`src/verilog/usdr_defs.svh`:
```
// Register offsets, field positions, reset values and counts for the UART.
`ifndef USDR_DEFS_SVH
`define USDR_DEFS_SVH

`define USDR_OFF_MODE       8'h00
`define USDR_OFF_STA        8'h04
`define USDR_OFF_TXD        8'h08
`define USDR_OFF_RXD        8'h0C
`define USDR_OFF_BRG        8'h10

`define USDR_MODE_INFRARED_CODEC_ENABLE      12
`define USDR_MODE_HIGH_SPEED_BAUD_SELECT      3
`define USDR_MODE_PD_HI     2
`define USDR_MODE_PD_LO     1
`define USDR_MODE_STOP_BIT_COUNT_SELECT     0
`define USDR_MODE_WMASK     16'h100F
`define USDR_MODE_RESET     16'h0000

`define USDR_STA_TXI1       15
`define USDR_STA_TXINV      14
`define USDR_STA_TXI0       13
`define USDR_STA_BRK        11
`define USDR_STA_TXEN       10
`define USDR_STA_TXBF       9
`define USDR_STA_TX_SHIFT_EMPTY       8
`define USDR_STA_RXI_HI     7
`define USDR_STA_RXI_LO     6
`define USDR_STA_ADDRESS_DETECT_ENABLE      5
`define USDR_STA_RX_IDLE_FLAG      4
`define USDR_STA_PARITY_ERROR_FLAG       3
`define USDR_STA_FRAMING_ERROR_FLAG       2
`define USDR_STA_RX_OVERRUN_FLAG       1
`define USDR_STA_RXDA       0
`define USDR_STA_WMASK      16'hECE0
`define USDR_STA_RESET      16'h0000
`define USDR_BRG_RESET      16'h0000

`define USDR_PD_9N          2'b11
`define USDR_PD_8O          2'b10
`define USDR_PD_8E          2'b01
`define USDR_PD_8N          2'b00
`define USDR_TXI_ANY        2'b00
`define USDR_TXI_EMPTY      2'b10
`define USDR_TXI_DONE       2'b01
`define USDR_RXI_FULL       2'b11
`define USDR_RXI_3Q         2'b10

`define USDR_CLK_PER_BIT_HI  4
`define USDR_CLK_PER_BIT_STD 16
`define USDR_BRK_ZEROS      12
`define USDR_RX_DEPTH       4
`define USDR_RX_LEVEL       3
`define USDR_RESP_OKAY      2'b00
`define USDR_RESP_SLVERR    2'b10

`endif

```
`src/verilog/usdr_pkg.sv`:
```
// Types shared by the serial transceiver modules.
package usdr_pkg;

    typedef enum logic [1:0] {RX_IDLE, RX_START, RX_DATA, RX_STOP}
        usdr_rx_state_type;

    typedef struct packed {
        logic       framing_error_flag;
        logic       parity_error_flag;
        logic [8:0] data;
    } usdr_rx_word_type;

    typedef struct packed {
        usdr_rx_word_type [3:0] mem;
        logic [1:0]             wp;
        logic [1:0]             rp;
        logic [2:0]             cnt;
        usdr_rx_word_type       head;
    } usdr_mem_state_type;

    typedef struct packed {
        logic [15:0]       mode;
        logic [15:0]       ctl;
        logic [15:0]       baud_generator;
        logic              rx_overrun_flag;
        logic              hold_v;
        logic [8:0]        hold;
        logic              busy;
        logic              brk_fr;
        logic [15:0]       frame;
        logic [3:0]        tcnt;
        logic              line;
        logic [3:0]        tx_sub;
        logic [15:0]       brg_cnt;
        logic [1:0]        en_pipe;
        usdr_rx_state_type rxst;
        logic [3:0]        rx_sub;
        logic [3:0]        rx_bit;
        logic [8:0]        rx_sh;
        logic              tx_irq;
        logic              rx_irq;
        logic              tx_pin;
        logic              tx_oe;
        logic              awready;
        logic              wready;
        logic              bvalid;
        logic [1:0]        bresp;
        logic              arready;
        logic              rvalid;
        logic [1:0]        rresp;
        logic [31:0]       rdata;
        logic              aw_got;
        logic [7:0]        aw_addr;
        logic              w_got;
        logic [15:0]       w_data;
        logic [1:0]        w_strb;
    } usdr_state_type;

endpackage

```
`src/verilog/usdr_rxq_if.sv`:
```
// Link between the receive logic and its character queue.
`timescale 1ns/1ns
`default_nettype none
interface usdr_rxq_if;
    logic                        push;
    usdr_pkg::usdr_rx_word_type  wdata;
    logic                        pop;
    logic                        flush;
    logic [2:0]                  cnt;
    usdr_pkg::usdr_rx_word_type  head;
    modport ctl (output push, wdata, pop, flush, input cnt, head);
    modport mem (input push, wdata, pop, flush, output cnt, head);
endinterface
`default_nettype wire

```
`src/verilog/usdr_rx_mem.sv`:
```
// Four-entry receive character queue with a registered head word.
`timescale 1ns/1ns
`default_nettype none
`include "usdr_defs.svh"
module usdr_rx_mem
(
    input  wire logic  aclk,
    input  wire logic  aresetn,
    usdr_rxq_if.mem    q
);
    import usdr_pkg::*;

    usdr_mem_state_type s;
    usdr_mem_state_type n;
    logic               put;
    logic               take;

    // Flush beats push and pop; the head is read from the next state so that
    // count and head always describe the same entry.
    always_comb
    begin
        n = s;
        put = q.push && (s.cnt != 3'(`USDR_RX_DEPTH));
        take = q.pop && (s.cnt != 3'h0);
        if (q.flush)
        begin
            n.wp = 2'h0;
            n.rp = 2'h0;
            n.cnt = 3'h0;
        end
        else
        begin
            if (put)
            begin
                n.mem[s.wp] = q.wdata;
                n.wp = s.wp + 2'h1;
            end
            if (take)
                n.rp = s.rp + 2'h1;
            n.cnt = s.cnt + {2'h0, put} - {2'h0, take};
        end
        n.head = n.mem[n.rp];
    end

    // Synchronous reset empties the queue.
    always_ff @(posedge aclk)
    begin
        if (!aresetn)
            s <= '0;
        else
            s <= n;
    end

    assign q.cnt = s.cnt;
    assign q.head = s.head;
endmodule
`default_nettype wire

```
`src/verilog/usdr_uart.sv`:
```
// Serial transceiver with mode, status and data registers on AXI4-Lite.
`timescale 1ns/1ns
`default_nettype none
`include "usdr_defs.svh"

// How it works
// RL1 - Fast baud select gives 4, else 16
// RL2 - Parity field picks width and parity
// RL3 - Stop select sends two or one stops
// RL4 - Transmit interrupt follows its mode field
// RL5 - Polarity bit sets idle level, codec flips
// RL6 - Break sends start, twelve zeros, stop
// RL7 - Transmit enable drives pin; clearing aborts
// RL8 - Buffer full flag when no free slot
// RL9 - Shift empty when nothing queued or sending
// RL10 - Receive interrupt at full, three, any
// RL11 - Address detect only in nine-bit mode
// RL12 - Receiver idle flag low while receiving
// RL13 - Parity error belongs to head character
// RL14 - Framing error belongs to head character
// RL15 - Overrun sets; clearing empties receive path
// RL16 - Data available while queue not empty
// RL17 - Transmit word takes nine data bits
// RL18 - Receive word gives head, upper zero
// RL19 - Reading receive word advances the queue
// RL20 - Bit rate is clock over (divisor+1) times 4 or 16
// RL21 - Enabling transmit interrupts two cycles later
// RL22 - Frame: start, data LSB first, parity, stops
module usdr_uart
(
    input  wire logic        aclk,
    input  wire logic        aresetn,
    input  wire logic [7:0]  s_axi_awaddr,
    input  wire logic        s_axi_awvalid,
    output logic             s_axi_awready,
    input  wire logic [31:0] s_axi_wdata,
    input  wire logic [3:0]  s_axi_wstrb,
    input  wire logic        s_axi_wvalid,
    output logic             s_axi_wready,
    output logic [1:0]       s_axi_bresp,
    output logic             s_axi_bvalid,
    input  wire logic        s_axi_bready,
    input  wire logic [7:0]  s_axi_araddr,
    input  wire logic        s_axi_arvalid,
    output logic             s_axi_arready,
    output logic [31:0]      s_axi_rdata,
    output logic [1:0]       s_axi_rresp,
    output logic             s_axi_rvalid,
    input  wire logic        s_axi_rready,
    input  wire logic        rx_in,
    output logic             tx_out,
    output logic             tx_oe,
    output logic             tx_irq,
    output logic             rx_irq
);
    import usdr_pkg::*;

    usdr_state_type   s;
    usdr_state_type   n;
    usdr_rx_word_type word;
    logic [15:0] sta_rd;
    logic [15:0] wd;
    logic [7:0]  wa;
    logic [1:0]  ws;
    logic [3:0]  sub_last;
    logic [3:0]  rx_last;
    logic [1:0]  pd;
    logic        txen;
    logic        sub_tick;
    logic        bit_tick;
    logic        last;
    logic        brk_end;
    logic        brk_now;
    logic        xfer;
    logic        done;
    logic        tx_ev;
    logic        aw_ok;
    logic        w_ok;
    logic        wr_go;
    logic        wr_tx;
    logic        push;
    logic        keep;
    logic        ovf;
    logic        rx_overrun_flag_clr;
    logic        rx_ev;

    usdr_rxq_if q ();

    usdr_rx_mem u_rx_mem
    (
        .aclk    (aclk),
        .aresetn (aresetn),
        .q       (q.mem)
    );

    // Index of the last baud sub-tick within one bit.
    function automatic logic [3:0] bit_last(input logic hi, input logic half);
        logic [4:0] per;
        per = hi ? 5'(`USDR_CLK_PER_BIT_HI) : 5'(`USDR_CLK_PER_BIT_STD);
        if (half)
            per = per >> 1;
        return 4'(per - 5'h1);
    endfunction

    // Builds a line frame, bit 0 first, with its length in the top nibble.
    function automatic logic [19:0] tx_frame(input logic [8:0] d,
        input logic [1:0] p, input logic st, input logic brk);
        logic [15:0] f;
        logic [3:0]  len;
        f = 16'hFFFF;
        if (brk)
        begin
            f[`USDR_BRK_ZEROS:0] = '0;
            len = 4'(`USDR_BRK_ZEROS + 2);
        end
        else
        begin
            f[0] = 1'b0;
            f[8:1] = d[7:0];
            if (p == `USDR_PD_9N)
                f[9] = d[8];
            else if (p == `USDR_PD_8E)
                f[9] = ^d[7:0];
            else if (p == `USDR_PD_8O)
                f[9] = ~^d[7:0];
            len = (p == `USDR_PD_8N) ? 4'h9 : 4'hA;
            len = len + (st ? 4'h2 : 4'h1);
        end
        return {len, f};
    endfunction

    // Byte-lane merge of a 16-bit register under its writable mask.
    function automatic logic [15:0] merge(input logic [15:0] o,
        input logic [15:0] d, input logic [1:0] st, input logic [15:0] m);
        logic [15:0] be;
        be = {{8{st[1]}}, {8{st[0]}}} & m;
        return (o & ~be) | (d & be);
    endfunction

    // Only the five register words answer OKAY.
    function automatic logic addr_ok(input logic [7:0] a);
        return (a[7:2] <= `USDR_OFF_BRG >> 2);
    endfunction

    // Status word as software sees it; parity and framing error bits come from the head entry.
    always_comb
    begin
        sta_rd = s.ctl;
        sta_rd[`USDR_STA_TXBF] = s.hold_v;                    // [RL8]
        sta_rd[`USDR_STA_TX_SHIFT_EMPTY] = !s.busy && !s.hold_v;        // [RL9]
        sta_rd[`USDR_STA_RX_IDLE_FLAG] = (s.rxst == RX_IDLE);        // [RL12]
        sta_rd[`USDR_STA_PARITY_ERROR_FLAG] = q.head.parity_error_flag && (q.cnt != 3'h0); // [RL13]
        sta_rd[`USDR_STA_FRAMING_ERROR_FLAG] = q.head.framing_error_flag && (q.cnt != 3'h0); // [RL14]
        sta_rd[`USDR_STA_RX_OVERRUN_FLAG] = s.rx_overrun_flag;
        sta_rd[`USDR_STA_RXDA] = (q.cnt != 3'h0);             // [RL16]
    end

    // Whole next-state computation: decode, baud, transmit, receive, bus.
    always_comb
    begin
        n = s;
        pd = s.mode[`USDR_MODE_PD_HI:`USDR_MODE_PD_LO];
        txen = s.ctl[`USDR_STA_TXEN];
        // Write address and data may arrive in either order.
        aw_ok = s.aw_got || (s_axi_awvalid && s.awready);
        w_ok = s.w_got || (s_axi_wvalid && s.wready);
        wa = s.aw_got ? s.aw_addr : s_axi_awaddr;
        wd = s.w_got ? s.w_data : s_axi_wdata[15:0];
        ws = s.w_got ? s.w_strb : s_axi_wstrb[1:0];
        wr_go = aw_ok && w_ok && !s.bvalid;
        wr_tx = wr_go && (wa[7:2] == `USDR_OFF_TXD >> 2) && ws[0];

        // Divider gives a sub-tick every divisor+1 clocks.
        sub_tick = (s.brg_cnt == s.baud_generator);                          // [RL20]
        n.brg_cnt = sub_tick ? 16'h0000 : s.brg_cnt + 16'h0001;
        sub_last = bit_last(s.mode[`USDR_MODE_HIGH_SPEED_BAUD_SELECT], 1'b0);
        // The transmit bit clock restarts from zero while disabled.
        bit_tick = txen && sub_tick && (s.tx_sub == sub_last);    // [RL1]
        if (!txen)
            n.tx_sub = 4'h0;
        else if (sub_tick)
            n.tx_sub = (s.tx_sub == sub_last) ? 4'h0 : s.tx_sub + 4'h1;

        // Transmit shifter; a new frame loads on the bit edge that ends one.
        last = s.busy && (s.tcnt == 4'h1);
        brk_end = last && s.brk_fr;
        brk_now = s.ctl[`USDR_STA_BRK] && !brk_end;
        xfer = 1'b0;
        done = 1'b0;
        if (bit_tick)
        begin
            if (s.busy && !last)
            begin
                n.frame = {1'b1, s.frame[15:1]};                  // [RL22]
                n.tcnt = s.tcnt - 4'h1;
            end
            if (brk_end)
                n.ctl[`USDR_STA_BRK] = 1'b0;                      // [RL6]
            if ((!s.busy || last) && s.hold_v)
            begin
                {n.tcnt, n.frame} = tx_frame(s.hold, pd,          // [RL2]
                    s.mode[`USDR_MODE_STOP_BIT_COUNT_SELECT], brk_now);           // [RL3] [RL6]
                n.brk_fr = brk_now;
                n.busy = 1'b1;
                n.hold_v = 1'b0;
                xfer = 1'b1;
            end
            else if (last)
            begin
                n.busy = 1'b0;
                n.brk_fr = 1'b0;
                done = 1'b1;
            end
        end

        // Transmit interrupt source; a write in the same cycle refills.
        unique case ({s.ctl[`USDR_STA_TXI1], s.ctl[`USDR_STA_TXI0]})
            `USDR_TXI_ANY:   tx_ev = xfer;                        // [RL4]
            `USDR_TXI_EMPTY: tx_ev = xfer && !wr_tx;              // [RL4]
            `USDR_TXI_DONE:  tx_ev = done;                        // [RL4]
            default:         tx_ev = 1'b0;
        endcase

        // Receiver samples mid-bit; the start bit is checked at half a bit.
        rx_last = (pd == `USDR_PD_8N) ? 4'h7 : 4'h8;
        push = 1'b0;
        ovf = 1'b0;
        keep = 1'b0;
        word = '0;
        word.framing_error_flag = !rx_in;                                       // [RL14]
        word.parity_error_flag = (pd == `USDR_PD_8E) ? ^s.rx_sh :
                    (pd == `USDR_PD_8O) ? ~^s.rx_sh : 1'b0;       // [RL13]
        word.data = (pd == `USDR_PD_9N) ? s.rx_sh : {1'b0, s.rx_sh[7:0]};
        if (sub_tick)
            n.rx_sub = s.rx_sub + 4'h1;
        unique case (s.rxst)
            RX_IDLE:
                if (!rx_in)
                begin
                    n.rxst = RX_START;
                    n.rx_sub = 4'h0;
                end
            RX_START:
                if (sub_tick && s.rx_sub == bit_last(s.mode[3], 1'b1))
                begin
                    n.rx_sub = 4'h0;
                    n.rx_bit = 4'h0;
                    n.rxst = rx_in ? RX_IDLE : RX_DATA;
                end
            RX_DATA:
                if (sub_tick && s.rx_sub == sub_last)
                begin
                    n.rx_sub = 4'h0;
                    n.rx_sh[s.rx_bit] = rx_in;                    // [RL22]
                    n.rx_bit = s.rx_bit + 4'h1;
                    if (s.rx_bit == rx_last)
                        n.rxst = RX_STOP;
                end
            RX_STOP:
                if (sub_tick && s.rx_sub == sub_last)
                begin
                    n.rxst = RX_IDLE;
                    keep = !(s.ctl[`USDR_STA_ADDRESS_DETECT_ENABLE] &&             // [RL11]
                             pd == `USDR_PD_9N && !s.rx_sh[8]);
                    ovf = keep && (q.cnt == 3'(`USDR_RX_DEPTH));  // [RL15]
                    push = keep && !ovf;
                end
        endcase
        unique case (s.ctl[`USDR_STA_RXI_HI:`USDR_STA_RXI_LO])
            `USDR_RXI_FULL:
                rx_ev = push && (q.cnt == 3'(`USDR_RX_DEPTH - 1)); // [RL10]
            `USDR_RXI_3Q:
                rx_ev = push && (q.cnt == 3'(`USDR_RX_LEVEL - 1)); // [RL10]
            2'b00, 2'b01:
                rx_ev = push;                                     // [RL10]
        endcase

        // Register writes, applied after the hardware updates above.
        n.aw_got = aw_ok && !wr_go;
        n.w_got = w_ok && !wr_go;
        if (s_axi_awvalid && s.awready)
            n.aw_addr = s_axi_awaddr;
        if (s_axi_wvalid && s.wready)
        begin
            n.w_data = s_axi_wdata[15:0];
            n.w_strb = s_axi_wstrb[1:0];
        end
        if (s.bvalid && s_axi_bready)
            n.bvalid = 1'b0;
        rx_overrun_flag_clr = 1'b0;
        if (wr_go)
        begin
            n.bvalid = 1'b1;
            n.bresp = addr_ok(wa) ? `USDR_RESP_OKAY : `USDR_RESP_SLVERR;
            if (wa[7:2] == `USDR_OFF_MODE >> 2)
                n.mode = merge(s.mode, wd, ws, `USDR_MODE_WMASK);
            if (wa[7:2] == `USDR_OFF_BRG >> 2)
                n.baud_generator = merge(s.baud_generator, wd, ws, 16'hFFFF);
            if (wa[7:2] == `USDR_OFF_STA >> 2)
            begin
                n.ctl = merge(n.ctl, wd, ws, `USDR_STA_WMASK);
                rx_overrun_flag_clr = ws[0] && !wd[`USDR_STA_RX_OVERRUN_FLAG] && s.rx_overrun_flag; // [RL15]
            end
        end
        if (wr_tx && !n.hold_v)
        begin
            n.hold_v = 1'b1;
            n.hold = wd[8:0];                                     // [RL17]
        end
        // Dropping transmit enable aborts the frame and empties the buffer.
        if (txen && !n.ctl[`USDR_STA_TXEN])
        begin
            n.hold_v = 1'b0;                                      // [RL7]
            n.busy = 1'b0;
            n.brk_fr = 1'b0;
        end
        n.en_pipe = {s.en_pipe[0], !txen && n.ctl[`USDR_STA_TXEN]};
        // An overrun in the clearing cycle keeps the flag and the data.
        n.rx_overrun_flag = (s.rx_overrun_flag && !rx_overrun_flag_clr) || ovf;                    // [RL15]
        if (rx_overrun_flag_clr && !ovf)
            n.rxst = RX_IDLE;

        // Reads; a receive word read moves the next entry to the head.
        q.pop = 1'b0;
        if (s.rvalid && s_axi_rready)
            n.rvalid = 1'b0;
        if (s_axi_arvalid && s.arready)
        begin
            n.rvalid = 1'b1;
            n.rresp = addr_ok(s_axi_araddr) ? `USDR_RESP_OKAY
                                            : `USDR_RESP_SLVERR;
            unique case (s_axi_araddr[7:2])
                `USDR_OFF_MODE >> 2: n.rdata = {16'h0000, s.mode};
                `USDR_OFF_STA >> 2:  n.rdata = {16'h0000, sta_rd};
                `USDR_OFF_BRG >> 2:  n.rdata = {16'h0000, s.baud_generator};
                `USDR_OFF_RXD >> 2:
                begin
                    n.rdata = (q.cnt != 3'h0) ?
                        {23'h000000, q.head.data} : 32'h00000000; // [RL18]
                    q.pop = (q.cnt != 3'h0);                      // [RL19]
                end
                default:             n.rdata = 32'h00000000;
            endcase
        end
        n.awready = !n.aw_got && !n.bvalid;
        n.wready = !n.w_got && !n.bvalid;
        n.arready = !n.rvalid;

        // Pin and interrupt flops.
        n.line = n.busy ? n.frame[0] : 1'b1;
        n.tx_oe = n.ctl[`USDR_STA_TXEN];                          // [RL7]
        n.tx_pin = n.line ^ n.ctl[`USDR_STA_TXINV] ^             // [RL5]
                   n.mode[`USDR_MODE_INFRARED_CODEC_ENABLE];
        n.tx_irq = tx_ev || s.en_pipe[1];                         // [RL21]
        n.rx_irq = rx_ev;
        q.push = push;
        q.wdata = word;
        q.flush = rx_overrun_flag_clr && !ovf;                               // [RL15]
    end

    // Synchronous reset: all control, status and bus state to zero.
    always_ff @(posedge aclk)
    begin
        if (!aresetn)
            s <= '0;
        else
            s <= n;
    end

    assign s_axi_awready = s.awready;
    assign s_axi_wready = s.wready;
    assign s_axi_bresp = s.bresp;
    assign s_axi_bvalid = s.bvalid;
    assign s_axi_arready = s.arready;
    assign s_axi_rdata = s.rdata;
    assign s_axi_rresp = s.rresp;
    assign s_axi_rvalid = s.rvalid;
    assign tx_out = s.tx_pin;
    assign tx_oe = s.tx_oe;
    assign tx_irq = s.tx_irq;
    assign rx_irq = s.rx_irq;
endmodule
`default_nettype wire

```
`config.mk`:
```
export PLATFORM = sky130hd
export DESIGN_NAME = usdr_uart
export DESIGN_NICKNAME = d
export VERILOG_FILES = /design/src/verilog/usdr_pkg.sv /design/src/verilog/usdr_rxq_if.sv /design/src/verilog/usdr_rx_mem.sv /design/src/verilog/usdr_uart.sv
export VERILOG_INCLUDE_DIRS = /design/src /design/src/verilog
export SDC_FILE = /design/constraint.sdc
export NUM_CORES = 1
export LEC_CHECK = 0
export ABC_CLOCK_PERIOD_IN_PS = 3450
export BUFFER_PORTS_ARGS = -buffer_cell sky130_fd_sc_hd__clkbuf_2
export CAP_MARGIN = 20
export CORE_AREA = 2 2 122 154
export CTS_BUF_LIST = sky130_fd_sc_hd__clkbuf_4 sky130_fd_sc_hd__clkbuf_8 sky130_fd_sc_hd__clkbuf_16
export CTS_CLUSTER_DIAMETER = 60
export DETAILED_ROUTE_END_ITERATION = 8
export DIE_AREA = 0 0 124 156
export PLACE_DENSITY = 0.81
export SETUP_SLACK_MARGIN = 0.4
export SLEW_MARGIN = 40
export SYNTH_ARGS = -nofsm -noshare
export SYNTH_HDL_FRONTEND = slang
export SYNTH_SLANG_ARGS = --single-unit
```
`constraint.sdc`:
```
create_clock -name aclk -period 3.45 [get_ports aclk]
set_clock_uncertainty 0.05 [all_clocks]
set_input_delay 0.345 -clock aclk [delete_from_list [all_inputs] [get_ports aclk]]
set_output_delay 0.345 -clock aclk [all_outputs]
set_load 0.05 [all_outputs]
```
### After elaboration in Yosys (flattened, before gate mapping)

Index checks and enable logic that the tools add are counted.

| word-level totals | value |
|---|---|
| register bits | 257 |
| input bits | 60 |
| output and inout port bits | 45 |

| operators by class | value |
|---|---|
| add/sub/neg operators | 12 |
| magnitude comparators | 7 |
| equality and inequality tests | 32 |
| multiplexer cells | 79 |
| bitwise gates (word level) | 15 |
| reduce and logical (&&, ||, !) cells | 96 |

Operators by type and width:

| cell | number |
|---|---|
| $and A16 B16 Y16 | 5 |
| $pmux W16 S4 | 1 |
| $mux W16 | 3 |
| $or A16 B16 Y16 | 3 |
| $mux W46 | 1 |
| $mux W45 | 1 |
| $bwmux W44 | 1 |
| $mux W44 | 1 |
| $logic_and A1 B1 Y1 | 43 |
| $mux W20 | 2 |
| $mux W35 | 1 |
| $not A16 Y16 | 2 |
| $mux W10 | 3 |
| $mux W1 | 26 |
| $mux W2 | 12 |
| $bmux W11 S2 | 1 |
| $demux W11 S2 | 1 |
| $mux W11 | 2 |
| $mux W22 | 1 |
| $logic_not A1 Y1 | 21 |
| $mux W4 | 5 |
| $mux W19 | 1 |
| $mux W9 | 2 |
| $add A16 B1 Y16 const B | 1 |
| other kinds (51) | 101 |

### Depth between registers and ports, before layout

| depth | value |
|---|---|
| depth after elaboration | 15 |
| gate-level depth with buffers | 12 |

### By module

A second synthesis with hierarchy kept.

| unflattened totals | value |
|---|---|
| cell total of the unflattened synthesis | 1,233 |
| area total of the unflattened synthesis | 10,543.9 um^2 |

By module, submodules not included:

| module | instances | cells an instance | area an instance (um^2) | seq. area each (um^2) |
|---|---|---|---|---|
| usdr_uart | 1 | 882 | 7,557.2 | 3,103.0 |
| usdr_rx_mem | 1 | 351 | 2,986.6 | 1,241.2 |

### Worst setup path after synthesis

No wires, ideal clock.

| path | value |
|---|---|
| kind | register to register |
| start | reg s[101] in the netlist's numbering |
| end | reg u_rx_mem.s, in the netlist u_rx_mem.q.cnt[2] |
| library setup time | 0.142 ns |
| data arrival time | 2.782 ns |
| required time | 3.258 ns |
| path slack | 0.476 ns |
| cell stages (with the launch flop) | 13 |
| path buffers | 3 |
| period minus slack after synthesis | 2.974 ns |
| path through | dfxtp_1 -> clkbuf_1 -> xor2_1 -> nor4_1 -> nand4_1 -> clkbuf_1 -> or3_1 -> clkbuf_1 -> or2_2 -> fa_1 -> xor2_1 -> xnor2_1 -> nor2_1 |

| between the ends | value |
|---|---|
| longest elaborated chain between the ends | 7 |
| elaborated cells between the ends (all ways) | 12 |

Ends and longest elaborated chain:

| element | RTL line | RTL |
|---|---|---|
| from (decl) | usdr_uart.sv:58 | `usdr_state_type s;` |
| from (signal assigned) | usdr_uart.sv:367 | `s <= n;` |
| $eq A16 B16 Y1 * | usdr_uart.sv:174 | `sub_tick = (s.brg_cnt == s.baud_generator);` |
| $logic_and A1 B1 Y1 * | usdr_uart.sv:260 | `if (sub_tick && s.rx_sub == sub_last)` |
| $mux W1 | usdr_uart.sv:260 |  |
| $mux W1 | usdr_uart.sv:236 | `unique case (s.rxst)` |
| $logic_and A1 B1 Y1 / $logic_not A1 Y1 (equally long branches) | usdr_rx_mem.sv:23, usdr_uart.sv:358 |  |
| $add A3 B1 Y3 / $logic_and A1 B1 Y1 (equally long branches) | usdr_rx_mem.sv:40, usdr_uart.sv:358 |  |
| $sub A3 B1 Y3 / $reduce_or A2 Y1 (equally long branches) | -- |  |
| to (signal assigned) | usdr_rx_mem.sv:51 | `s <= n;` |
| to (decl) | usdr_rx_mem.sv:13 | `usdr_mem_state_type s;` |

Mark *: on every way between the ends. The rest lies on a longest branch, timed or not.
A chain may end at the register's enable or synchronous reset.

==> results.md <==
* Multi-input gate area at 5460 sq um
* Row count at 55
* H-tree depth at 1
* CP startpoint kind: flip-flop
* Synth area leaders: dfxtp_1, nor2_1, a21oi_1
* Critical Path Fanout Max at 14
* Total number of vias at 9,063
* Worst VDD drop at 0.355 mV
* DRC viols at 0
* Mean post-synth cell area at 8.33 sq um
* Combinational power share at 6.5%
* Count leader, synth: dfxtp_1
* Initial core utilization at 57.8%
* Largest net degree at the start of global routing at 86
* Maximum clock rate at 0.330 GHz
* Post-Syn Instances at 1,242
* Worst path bufs/invs at 1
* FF+latch count, synth at 217
* LEAKAGE at 4.44 nW
* Design Area, Final at 11,500 sq um
* Sequential fraction of design power at 47.6%
* Slew Limit Fails at 0
* Int Pwr at 0.00412 W
* Crit. End Element: flip-flop
* Layout cells sized above 1 at 14.3%
* Prevailing post-synth register cell: dfxtp_1
* Critical path arrival at 3.38 ns
* Async SR Flop Fraction at 0%
* GPL Wtd Cong at 0.869
* Worst R2R End: u_rx_mem.q.cnt[2]
* Crit-path cells: xor2_1 -> nor4_1 -> nand4_1 -> buf_4 -> or3_4 -> or2_2 -> fa_1 -> xor2_1 -> xnor2_1 -> nor2_1
* Clock latency on the worst-skew pair at 0.51 ns
* Final Cycle Share at 87.8%
* Min-Delay Path Class: input pin to flip-flop
* Synth area leader: dfxtp_1
* Top cell by count, worst path: xor2_1
* Iteration-0 DRC Markers at 825
* FILL cells at 1,480
* Core area at 17,900 sq um
* Post-synth EDFFs at 0
* Status: finished clean
* Hold Startpoint: s_axi_wdata[4]
* Placement Cell Area at 10,800 sq um
* Slowest CP cell: or3_4
* Clk pin slew, worst setup/hold paths at 0.06 ns
* Post-synth top cells: dfxtp_1, nor2_1, nand2_1
* CP peak stage delay at 0.45 ns
* Die width at 124 um
* Root buf cell: clkbuf_16
* WHS Endpoint: s[6]
* Post-CTS Setup Bufs at 0
* Clock power frac at 45.9%
* Number of global-route vias before repair at 8,663
* First-pass GRT wire length at 42.4 mm
* Worst-margin pin slew at 0.759 ns
* Die Area at 19,300 sq um
* Rel. slew slack at 49.4%
* P&R area growth vs syn at 11.6%
* RSZ-0062 raised after global routing: yes
* Yosys top cell area share at 42.0%
* Setup TNS at 0 ns
* Switch share at 23.5%
* GRT Total Usage at 27.4%
* Initial antenna violation count at 0
* WL/cell at 17.6 um
* Final hold viol count at 0
* Routed Antenna Nets at 0
* R2r setup slk at 0.42 ns
* Half-perimeter wire length after placement at 18.3 mm
* Switching power at 0.00127 W
* Max_cap viols at 0
* Setup Viol. Count Final at 0
* Worst reg2reg path depth at 10
* Die H at 156 um
* Register area share after synthesis at 42.0%
* Antenna Cells at 0
* Vias per cell at 6.00
* Pwr dens at 467 nW/um^2
* Ports at 105
* Final global-route overflow total at 0
* Seq. cell area at 4350 sq um
* Final wirelength at 26.7 mm
* CTS buffer count at 23
* Worst Setup Path Type: flip-flop to flip-flop
* CTS max path bufs at 3
* Synth cell types at 63
* Worst endpoint required time at 3.80 ns
* Warnings from Yosys at 0
* Cell family with most CP delay: simple AND/OR/NAND/NOR gates
* CTS tree: built
* Period minus WS final at 3.03 ns
* Port buffer count at 64
* WHS Path Cells at 3
* 1st-pass router iterations at 7
* Clock Sinks at 217
* # nets final at 1,347
* Synth Cell Area at 10,300 sq um
==> layer usage <==
metal | wire length (um) | vias up | track usage (%) | share of wire, %
met5 | 0 | - | 0 | 0
li1 | - | 4334 | - | -
met1 | 10400 | 4307 | 31.7 | 39
met4 | 1550 | 0 | 15.6 | 5.8
met2 | 13300 | 338 | 48.0 | 50
met3 | 1400 | 84 | 3.29 | 5.2
==> worst max path at each step <==
stage | start | end | slack, ns | cells past startpoint
floorplan | s[101] | u_rx_mem.q.cnt[2] | 0.48 | 12
global placement | s_axi_awaddr[5] | u_rx_mem.q.head[10] | 0.36 | 9
detailed placement | flip-flop | u_rx_mem.q.cnt[2] | 0.34 | 10
CTS | s[96] | u_rx_mem.q.cnt[2] | 0.41 | 10
global route | flip-flop | u_rx_mem.q.cnt[2] | 0.33 | 10
finish | flip-flop | u_rx_mem.q.cnt[2] | 0.42 | 10
==> worst register-to-register path, delay by kind of cell, from the launching register on <==
family / cells / cell delay, ns
XOR/XNOR: 3 / 0.49
adder cells (fa/ha/maj): 1 / 0.39
buffers and inverters: 1 / 0.26
flip-flops: 1 / 0.35
AND/OR/NAND/NOR: 5 / 1.37
==> metrics by stage <==
step / total power, W / hold WS, ns / utilization, % / setup slack, ns / instances
3_5_place_dp: 0.00296 / 0.376 / 60.1 / 0.340 / 1473
2_1_floorplan: 0.00288 / 0.362 / - / 0.476 / 1259
4_1_cts: 0.00541 / 0.0110 / 64.4 / 0.414 / 1511
5_1_grt: 0.00554 / 0.0257 / 64.5 / 0.330 / 1511
3_3_place_gp: 0.00296 / 0.367 / 60.1 / 0.358 / 1473
6_report: 0.00539 / 0.0226 / 64.5 / 0.421 / 1511
==> cells in the final DEF, fill, tap and decap left out, types with 29 or more instances in the layout <==
cell,count
dfxtp_1,216
nor2_1,170
nand2_1,129
a21oi_1,114
clkbuf_2,64
mux2i_1,57
nand3_1,55
buf_4,39
xor2_1,34
o21ai_0,29
nor3_1,29
==> cell families after synthesis <==
family / after synthesis / share of synthesized area, %
compound gates: 251 / 15.1
xor+xnor: 59 / 4.99
fa+ha+maj: 17 / 2.13
buf+inv: 138 / 6.38
flops: 217 / 42.0
mux: 76 / 7.69
other cells: 1 / 0.0362
simple gates: 483 / 21.7
==> what timing repair did <==
action                                  in CTS  in global routing
hold buffers                                 0                  0
gates resized for setup                      2                  4
endpoints found under the setup margin       1                 10
hold endpoints to repair                     0                  0
==> power groups by stage <==
stage                     registers (W)  logic [W]  clock network [W]
after floorplan                 0.00263   0.000250                  0
after global placement          0.00262   0.000337                  0
after global routing            0.00257   0.000375            0.00260
final                           0.00257   0.000348            0.00247
after detailed placement        0.00262   0.000341                  0
after CTS                       0.00256   0.000344            0.00251
==> area by class of cell <==
cell class,instances,area share [%]
clock buffer,31,5.72
sequential,217,37.6
tap,228,2.47
clock inverter,7,0.791
timing repair buffer,104,5.41
inverter,20,0.672
multi-input combinational,904,47.3
Power figures use the tool's default switching activity.
